===== config.mk =====
export PLATFORM = sky130hd
export DESIGN_NAME = ifml_top
export DESIGN_NICKNAME = d
export VERILOG_FILES = /design/src/hdl/ifml_top.v
export VERILOG_INCLUDE_DIRS = /design/src /design/src/common
export SDC_FILE = /design/constraint.sdc
export NUM_CORES = 1
export LEC_CHECK = 0
export ABC_AREA = 0
export BUFFER_PORTS_ARGS = -buffer_cell sky130_fd_sc_hd__buf_4
export CORE_ASPECT_RATIO = 0.5
export CORE_MARGIN = 4
export CORE_UTILIZATION = 35
export DETAILED_ROUTE_END_ITERATION = 8
export PLACE_DENSITY = 0.72
export REMOVE_ABC_BUFFERS = 1
export SYNTH_ARGS = -nofsm -noshare
export SYNTH_HDL_FRONTEND = slang
export SYNTH_SLANG_ARGS = --single-unit

===== constraint.sdc =====
create_clock -name clk -period 1.4 [get_ports clk]
set_clock_uncertainty 0.2 [all_clocks]
set_input_delay 0.28 -clock clk [delete_from_list [all_inputs] [get_ports clk]]
set_output_delay 0.28 -clock clk [all_outputs]
set_load 0.005 [all_outputs]

===== src/common/ifml_map.vh =====
// Register map and field constants of the input fault mask and latch block
`ifndef IFML_MAP_VH
`define IFML_MAP_VH

// ----------------------------------------
// Register offsets
// ----------------------------------------
`define IFML_ADDR_FAULT_MASK_THREE 8'h34
`define IFML_ADDR_POS_OV_LATCH 8'h35
`define IFML_ADDR_NEG_OV_LATCH 8'h36
`define IFML_ADDR_CHAN1_FAULT_LATCH 8'h2E
`define IFML_ADDR_CHAN2_FAULT_LATCH 8'h2F
`define IFML_ADDR_CHAN3_FAULT_LATCH 8'h30
`define IFML_ADDR_CHAN4_FAULT_LATCH 8'h31

// ----------------------------------------
// Field positions of the mask register
// ----------------------------------------
`define IFML_MASK_POS_OV_BIT 7
`define IFML_MASK_NEG_OV_BIT 6
`define IFML_MASK_BIAS_HIGH_BIT 5
`define IFML_MASK_BIAS_LOW_BIT 4
`define IFML_MASK_BIAS_OV_BIT 3
`define IFML_MASK_FIELD_LSB 3

// ----------------------------------------
// Reset values
// ----------------------------------------
`define IFML_MASK_RESET 5'h00
`define IFML_LATCH_RESET 4'h0
`define IFML_RDATA_RESET 8'h00
`define IFML_MASK_RSVD_VALUE 3'h0
`define IFML_LATCH_RSVD_VALUE 4'h0

`endif


===== src/hdl/ifml_top.v =====
// Fault mask register and latched over-voltage status registers with interrupt request
`include "ifml_map.vh"

module ifml_top #(
  parameter NUM_CHAN = 4
) (
  clk,
  rst_n,
  regAddr,
  regWrEn,
  regWrData,
  regRdEn,
  regRdData,
  posOverVolt,
  negOverVolt,
  biasHighCurLatched,
  biasLowCurLatched,
  biasOverVoltLatched,
  chanLatchRdPulse,
  chanBit0ClrPulse,
  faultIrq
);
  input wire clk;
  input wire rst_n;
  input wire [7:0] regAddr;
  input wire regWrEn;
  input wire [7:0] regWrData;
  input wire regRdEn;
  output wire [7:0] regRdData;
  input wire [NUM_CHAN-1:0] posOverVolt;
  input wire [NUM_CHAN-1:0] negOverVolt;
  input wire biasHighCurLatched;
  input wire biasLowCurLatched;
  input wire biasOverVoltLatched;
  output wire [NUM_CHAN-1:0] chanLatchRdPulse;
  output wire chanBit0ClrPulse;
  output wire faultIrq;

  // ----------------------------------------
  // Decode helpers
  // ----------------------------------------
  // Every hit is qualified by its strobe, so an idle address never acts
  function rdHit;
    input rdEn;
    input [7:0] addr;
    input [7:0] target;
    begin
      rdHit = rdEn && (addr == target);
    end
  endfunction

  function wrHit;
    input wrEn;
    input [7:0] addr;
    input [7:0] target;
    begin
      wrHit = wrEn && (addr == target);
    end
  endfunction

  // Mask fields are stored without the reserved low bits
  function maskBit;
    input [4:0] mask;
    input integer bitPos;
    begin
      maskBit = mask[bitPos - `IFML_MASK_FIELD_LSB];
    end
  endfunction

  // ----------------------------------------
  // Address hits
  // ----------------------------------------
  // Read and write may share a cycle; they act independently
  wire hitMaskWr;
  wire hitMaskRd;
  wire hitPosRd;
  wire hitNegRd;
  wire hitChan1Rd;
  wire hitChan2Rd;
  wire hitChan3Rd;
  wire hitChan4Rd;

  assign hitMaskWr = wrHit(regWrEn, regAddr, `IFML_ADDR_FAULT_MASK_THREE);
  assign hitMaskRd = rdHit(regRdEn, regAddr, `IFML_ADDR_FAULT_MASK_THREE);
  assign hitPosRd = rdHit(regRdEn, regAddr, `IFML_ADDR_POS_OV_LATCH);
  assign hitNegRd = rdHit(regRdEn, regAddr, `IFML_ADDR_NEG_OV_LATCH);
  assign hitChan1Rd = rdHit(regRdEn, regAddr, `IFML_ADDR_CHAN1_FAULT_LATCH);
  assign hitChan2Rd = rdHit(regRdEn, regAddr, `IFML_ADDR_CHAN2_FAULT_LATCH);
  assign hitChan3Rd = rdHit(regRdEn, regAddr, `IFML_ADDR_CHAN3_FAULT_LATCH);
  assign hitChan4Rd = rdHit(regRdEn, regAddr, `IFML_ADDR_CHAN4_FAULT_LATCH);

  // ----------------------------------------
  // Detector synchronisers
  // ----------------------------------------
  // Comparators are analog and asynchronous to clk
  // Both stages reset so no false fault follows reset
  reg [NUM_CHAN-1:0] posMeta_q;
  reg [NUM_CHAN-1:0] posSync_q;
  reg [NUM_CHAN-1:0] negMeta_q;
  reg [NUM_CHAN-1:0] negSync_q;

  always @(posedge clk)
  begin
    if (!rst_n)
    begin
      posMeta_q <= {NUM_CHAN{1'b0}};
      posSync_q <= {NUM_CHAN{1'b0}};
    end
    else
    begin
      posMeta_q <= posOverVolt;
      posSync_q <= posMeta_q;
    end
  end

  always @(posedge clk)
  begin
    if (!rst_n)
    begin
      negMeta_q <= {NUM_CHAN{1'b0}};
      negSync_q <= {NUM_CHAN{1'b0}};
    end
    else
    begin
      negMeta_q <= negOverVolt;
      negSync_q <= negMeta_q;
    end
  end

  // ----------------------------------------
  // Clear pulses
  // ----------------------------------------
  // Index 3 is channel 1 so the latch maps straight onto bits 7..4
  reg [NUM_CHAN-1:0] chanRd;
  always @*
  begin
    chanRd = {NUM_CHAN{1'b0}};
    if (hitChan1Rd)
      chanRd[3] = 1'b1;
    else if (hitChan2Rd)
      chanRd[2] = 1'b1;
    else if (hitChan3Rd)
      chanRd[1] = 1'b1;
    else if (hitChan4Rd)
      chanRd[0] = 1'b1;
  end

  assign chanLatchRdPulse = chanRd;
  // Channel registers live outside; they only need to see the readback of the negative latch
  assign chanBit0ClrPulse = hitNegRd;

  // ----------------------------------------
  // Write fields
  // ----------------------------------------
  // Bits 2..0 of the write data are reserved and deliberately dropped
  wire wrPosOvMask;
  wire wrNegOvMask;
  wire wrBiasHighMask;
  wire wrBiasLowMask;
  wire wrBiasOvMask;

  assign wrPosOvMask = regWrData[`IFML_MASK_POS_OV_BIT];
  assign wrNegOvMask = regWrData[`IFML_MASK_NEG_OV_BIT];
  assign wrBiasHighMask = regWrData[`IFML_MASK_BIAS_HIGH_BIT];
  assign wrBiasLowMask = regWrData[`IFML_MASK_BIAS_LOW_BIT];
  assign wrBiasOvMask = regWrData[`IFML_MASK_BIAS_OV_BIT];

  // ----------------------------------------
  // Mask register
  // ----------------------------------------
  reg [4:0] mask_q;
  wire [4:0] mask_d;
  // Reserved low bits are never stored, so a stray write cannot reach them
  assign mask_d[4] = hitMaskWr ? wrPosOvMask : mask_q[4];
  assign mask_d[3] = hitMaskWr ? wrNegOvMask : mask_q[3];
  assign mask_d[2] = hitMaskWr ? wrBiasHighMask : mask_q[2];
  assign mask_d[1] = hitMaskWr ? wrBiasLowMask : mask_q[1];
  assign mask_d[0] = hitMaskWr ? wrBiasOvMask : mask_q[0];

  always @(posedge clk)
  begin
    if (!rst_n)
      mask_q <= `IFML_MASK_RESET;
    else
      mask_q <= mask_d;
  end

  // ----------------------------------------
  // Over-voltage latches
  // ----------------------------------------
  // Set wins over clear so a fault arriving during the clearing read is kept
  // Clears come only from the channel reads, never from reading the latches themselves
  reg [NUM_CHAN-1:0] posLatch_q;
  reg [NUM_CHAN-1:0] negLatch_q;
  wire [NUM_CHAN-1:0] posLatch_d;
  wire [NUM_CHAN-1:0] negLatch_d;

  assign posLatch_d[3] = posSync_q[3] | (posLatch_q[3] & ~chanRd[3]);
  assign posLatch_d[2] = posSync_q[2] | (posLatch_q[2] & ~chanRd[2]);
  assign posLatch_d[1] = posSync_q[1] | (posLatch_q[1] & ~chanRd[1]);
  assign posLatch_d[0] = posSync_q[0] | (posLatch_q[0] & ~chanRd[0]);
  assign negLatch_d[3] = negSync_q[3] | (negLatch_q[3] & ~chanRd[3]);
  assign negLatch_d[2] = negSync_q[2] | (negLatch_q[2] & ~chanRd[2]);
  assign negLatch_d[1] = negSync_q[1] | (negLatch_q[1] & ~chanRd[1]);
  assign negLatch_d[0] = negSync_q[0] | (negLatch_q[0] & ~chanRd[0]);

  always @(posedge clk)
  begin
    if (!rst_n)
      posLatch_q <= `IFML_LATCH_RESET;
    else
      posLatch_q <= posLatch_d;
  end

  always @(posedge clk)
  begin
    if (!rst_n)
      negLatch_q <= `IFML_LATCH_RESET;
    else
      negLatch_q <= negLatch_d;
  end

  // ----------------------------------------
  // Class status
  // ----------------------------------------
  // One request per class; the host finds the channel by reading back
  wire posAny;
  wire negAny;
  assign posAny = |posLatch_q;
  assign negAny = |negLatch_q;

  // ----------------------------------------
  // Readback words
  // ----------------------------------------
  wire [7:0] maskWord;
  wire [7:0] posWord;
  wire [7:0] negWord;

  assign maskWord = {mask_q, `IFML_MASK_RSVD_VALUE};
  assign posWord = {posLatch_q, `IFML_LATCH_RSVD_VALUE};
  assign negWord = {negLatch_q, `IFML_LATCH_RSVD_VALUE};

  // ----------------------------------------
  // Readback select
  // ----------------------------------------
  // Binary select codes for the readback multiplexer
  localparam SEL_NONE = 2'h0;
  localparam SEL_MASK = 2'h1;
  localparam SEL_POS = 2'h2;
  localparam SEL_NEG = 2'h3;
  reg [1:0] rdSel;
  always @*
  begin
    rdSel = SEL_NONE;
    if (hitMaskRd)
      rdSel = SEL_MASK;
    else if (hitPosRd)
      rdSel = SEL_POS;
    else if (hitNegRd)
      rdSel = SEL_NEG;
  end

  // ----------------------------------------
  // Read data
  // ----------------------------------------
  // Holding the last word lets a slow host fetch it any time before the next read
  reg [7:0] rdData_q;
  reg [7:0] rdData_d;
  always @*
  begin
    rdData_d = rdData_q;
    if (regRdEn)
    begin
      if (rdSel == SEL_MASK)
        rdData_d = maskWord;
      else if (rdSel == SEL_POS)
        rdData_d = posWord;
      else if (rdSel == SEL_NEG)
        rdData_d = negWord;
      else
        rdData_d = `IFML_RDATA_RESET;
    end
  end

  always @(posedge clk)
  begin
    if (!rst_n)
      rdData_q <= `IFML_RDATA_RESET;
    else
      rdData_q <= rdData_d;
  end

  assign regRdData = rdData_q;

  // ----------------------------------------
  // Interrupt request
  // ----------------------------------------
  // Bias levels already come latched on clk, so they feed the request directly
  wire posOvReq;
  wire negOvReq;
  wire biasHighReq;
  wire biasLowReq;
  wire biasOvReq;
  wire irq_d;
  reg irq_q;

  assign posOvReq = posAny & ~maskBit(mask_q, `IFML_MASK_POS_OV_BIT);
  assign negOvReq = negAny & ~maskBit(mask_q, `IFML_MASK_NEG_OV_BIT);
  assign biasHighReq = biasHighCurLatched & ~maskBit(mask_q, `IFML_MASK_BIAS_HIGH_BIT);
  assign biasLowReq = biasLowCurLatched & ~maskBit(mask_q, `IFML_MASK_BIAS_LOW_BIT);
  assign biasOvReq = biasOverVoltLatched & ~maskBit(mask_q, `IFML_MASK_BIAS_OV_BIT);
  assign irq_d = posOvReq | negOvReq | biasHighReq | biasLowReq | biasOvReq;

  // Registered so a glitch on the combined request cannot reach the pin
  always @(posedge clk)
  begin
    if (!rst_n)
      irq_q <= 1'b0;
    else
      irq_q <= irq_d;
  end

  assign faultIrq = irq_q;

endmodule // ifml_top


## After elaboration in Yosys (flattened, before gate mapping)

Index checks and enable logic that the tools add are counted.

- Eq/ne operators: 10
- Reductions and logical operators: 10
- Multiplexer cells: 13
- Bitwise gates (word level): 34

Operators by type and width:

| kind | count |
|---|---|
| equality test 8 x 6 -> 1 bit, second input constant | 7 |
| two-way mux 8 bit | 3 |
| bitwise AND 1 bit | 13 |
| OR 1 bit | 12 |
| NOT 1 bit | 9 |
| logical AND 1 bit | 8 |
| two-way mux 2 bit | 4 |
| OR reduction 4 bit | 2 |
| two-way mux 1 bit | 5 |
| equality test 2 bit, second input constant | 2 |
| two-way mux 3 bit | 1 |
| equality test 2 x 1 -> 1 bit, second input constant | 1 |

- Register bits: 38
- Output and inout port bits: 14
- Logic and storage cells: 76

## Logic depth before layout (Yosys ltp)

- Depth in word-level cells: 9
- Mapped depth: 4
- Depth with buffers taken out: 3

## Worst setup path before layout

Ideal clock, no wire load.

- Path type: input port to output port
- Start: in regAddr[6]
- End: out chanBit0ClrPulse
- Path buffers: 1
- Setup slack: -156 ps
- Stages: 4
- Arrival time: 1076 ps
- Data required time: 920 ps
- Cells stage by stage: nand4bb_1 -> clkbuf_1 -> nor3_1 -> and4b_1

- Cells in the longest elaborated chain, start to end: 2

RTL lines:

| what | RTL line | source |
|---|---|---|
| start, declared | ifml_top.v:25 | `input wire [7:0] regAddr;` |
| equality test 8 x 6 -> 1 bit | ifml_top.v:48 | `rdHit = rdEn && (addr == target);` |
| logical AND 1 bit | ifml_top.v:48 |  |
| end, declared | ifml_top.v:36 | `output wire chanBit0ClrPulse;` |

No other way between the ends.

## Worst setup path after layout

- Start: in regAddr[7]
- End: out chanLatchRdPulse[2]

- Cells in the longest elaborated chain, start to end: 4

RTL lines:

| what | RTL line | source |
|---|---|---|
| equality test 8 x 6 -> 1 bit | ifml_top.v:48 |  |
| logical AND 1 bit | ifml_top.v:48 |  |
| two-way mux 1 bit | ifml_top.v:140 | `else if (hitChan2Rd)` |
| two-way mux 3 bit * | ifml_top.v:138 | `if (hitChan1Rd)` |
| end, declared | ifml_top.v:35 | `output wire [NUM_CHAN-1:0] chanLatchRdPulse;` |

Every way passes the cells marked *; elsewhere a longest branch is shown, timed or not.

==> flow_summary.toml <==
[layout]
area_growth_syn_to_layout_pct = 49.3
nNetsFinal = 242
nFillCells = 361
final_core_util = 0.548
diodes = 0
drive_gt1_frac = 0.360

[synth]
ys_warn_count = 0
synth_area_sq_mm = 0.00144
yosys.area.top_type = "dfxtp_1"
synth.area.top_cells = "dfxtp_1, and2_1, nand2_1"
synth_top_area_share = 0.487
ys_seq_area_frac = 0.487
synthDistinctLibCells = 32
avgSynthCellArea_sq_um = 9.59
synth_seq_cells = 35
synthCells = 150

[floorplan]
coreArea_sq_mm = 0.00392
pin_count = 45
rows = 16
fp.dieH_um = 53.3
die-area_sq_mm = 0.00526
die_w_um = 98.7
start_util = 0.367

[sta]
setup_viol = 6
fin_crit_ps = 1700
timing.final.crit_share = 1.21
tns_ps = -1210
fin_hold_ws_ps = 37.1
slew_viol_final = 0
final-hold-violation-count = 0
max_freq_ghz = 0.588
setup_ws_ps = -300
rsz0062_at_grt = "yes"

[grt]
grt_max_degree = 33
antenna_found_initial = 0
grt_pass1_wl_um = 5520
grt-ovfl-total = 0
grt_use_total = 0.139
grt_pass1_vias = 1216

[setup_path]
r2r_slack_ps = 70
crit_required_ps = 920
startpoint = "regAddr[7]"
path_max_fanout = 5
rr_worst_depth = 3
start_kind = "input port"
worst_ep_arrival_time_ps = 1220
worstReg2RegEnd = "faultIrq"
endpoint_kind = "output pin"
r2r_start = "negLatch_q[1]"
critical_path.endpoint = "chanLatchRdPulse[2]"
worstSetupPathType = "input port to output pin"

[power_and_ir_drop]
powerDensity_mw_per_mm2 = 930
power_mw = 2.00
vdd_drop_max_v = 0.000355
cellLeakagePower_nw = 0.940

[min_path]
worstHoldPathCells = 3
holdCritPathClass = "input port to flip-flop"
min_from = "regWrData[4]"

[cts]
cts_buffers = 5
cts_root_buffer = "clkbuf_8"
clk_latency_ps = 290
cts.sinks = 35
clk_path_buf_depth = 2
cts_tree = "done"
htreeDepth = 2
cts.clk_slew.worst_paths_ps = 70

[detailed_routing]
first_pass_iters = 6
num_vias = 1263
drt-initial-drc-count = 106
drc = 0
viasPerCell = 4.77
drt_wl_total_um = 3540
postRouteAntennaNets = 0
wl_per_cell_um = 13.4

[place]
io_buffers = 38
gp_congestion = 0.786
place_ws_ps = -349
hpwl_um = 2410

[run_status]
status = "finished, violations left"
violations = "negative setup slack"

[job]
maxCapViolCount = 0
-- how the worst min path moves through the flow --
stage and endpoint:
2_1_floorplan negLatch_q[0], 3_3_place_gp negLatch_q[0], 3_5_place_dp negLatch_q[0], 4_1_cts negMeta_q[3], 5_1_grt mask_q[1], 6_report mask_q[1]
-- area by class of cell --
cell class                 instances  area, sq um  area share
clock inverter                     2         13.8     0.00641
sequential                        35          701       0.326
clock buffer                       5         68.8      0.0320
inverter                           4         15.0     0.00699
timing repair buffer              64          519       0.242
multi-input combinational        101          763       0.355
tap                               54         67.6      0.0315
-- routing by layer --
metal / GRT usage / vias up / part of all wire
li1: - / 629 / -
met3: 0.0447 / 11 / 0.050
met1: 0.153 / 585 / 0.43
met2: 0.244 / 38 / 0.49
met5: 0 / - / 0
met4: 0.0794 / 0 / 0.031
-- cells in the mapped netlist --
cell type,instances
nor4_2,1
inv_1,4
buf_6,1
buf_2,1
and4b_1,1
nor3_1,1
nand3b_1,5
a21oi_1,2
nand2b_1,7
nor4b_4,1
nor4b_2,1
a21boi_1,1
and2_1,16
nor2b_1,2
nand4bb_1,1
nor2_1,3
conb_1,1
o31a_1,1
and4bb_2,1
o22ai_1,2
buf_4,4
nor4_1,5
dfxtp_1,35
nand3_4,1
o21ai_0,8
nor3_2,1
nand2_1,23
clkbuf_1,6
nand4_1,1
a2bb2oi_1,4
a32o_1,4
mux2i_1,5
-- metrics by stage --
step	cells	instance area, sq um
3_3_place_gp	248	1850
4_1_cts	264	2110
3_5_place_dp	248	1850
6_report	265	2150
5_1_grt	265	2150
2_1_floorplan	140	1380
-- state kept, by name, summed over array words and instances, names as in the netlist --
register    cells
negMeta_q       4
posLatch_q      4
regRdData       5
posSync_q       4
negSync_q       4
posMeta_q       4
faultIrq        1
negLatch_q      4
mask_q          5
-- critical path, stage by stage --
cell       delay [ps]
buf_6              90
nand4bb_4         210
buf_6             150
buf_4             150
nor4_4            180
buf_4             160
-- cell usage in the layout (no fill, tap or decap), types with 2 or more instances in the layout --
cell type / instances
a32o_1: 4
nand2_1: 23
nor4_2: 2
dfxtp_1: 35
and2_1: 16
nor2_1: 3
buf_4: 51
buf_6: 5
nand2b_1: 6
mux2i_1: 5
nor2b_1: 2
nand3b_1: 5
inv_1: 4
dlygate4sd3_1: 8
clkbuf_8: 5
nor3_4: 2
nor4b_4: 2
a21oi_1: 2
conb_1: 3
a2bb2oi_1: 4
nor4_4: 3
o21ai_0: 7
o22ai_1: 2
-- kinds of logic after synthesis --
group / Yosys count / synth area share
other cells: 1 / 0.00261
buf+inv: 16 / 0.0583
compound gates: 22 / 0.107
simple gates: 71 / 0.310
flops: 35 / 0.487
mux: 5 / 0.0348
-- repair_timing --
item | 4_1_cts | 5_1_grt
endpoints found under the hold margin | 7 | 1
endpoints found under the setup margin | 5 | 12
setup buffers | 2 | 0
pin swaps | 4 | 4
gates resized for setup | 15 | 5
hold buffers | 7 | 1
-- power by group --
part | internal (mW) | total [mW] | switching, mW
combinational | 0.150 | 0.263 | 0.113
sequential | 1.03 | 1.05 | 0.0193
clock | 0.339 | 0.683 | 0.344
total | 1.52 | 2.00 | 0.476
Power figures use the tool's default switching activity.
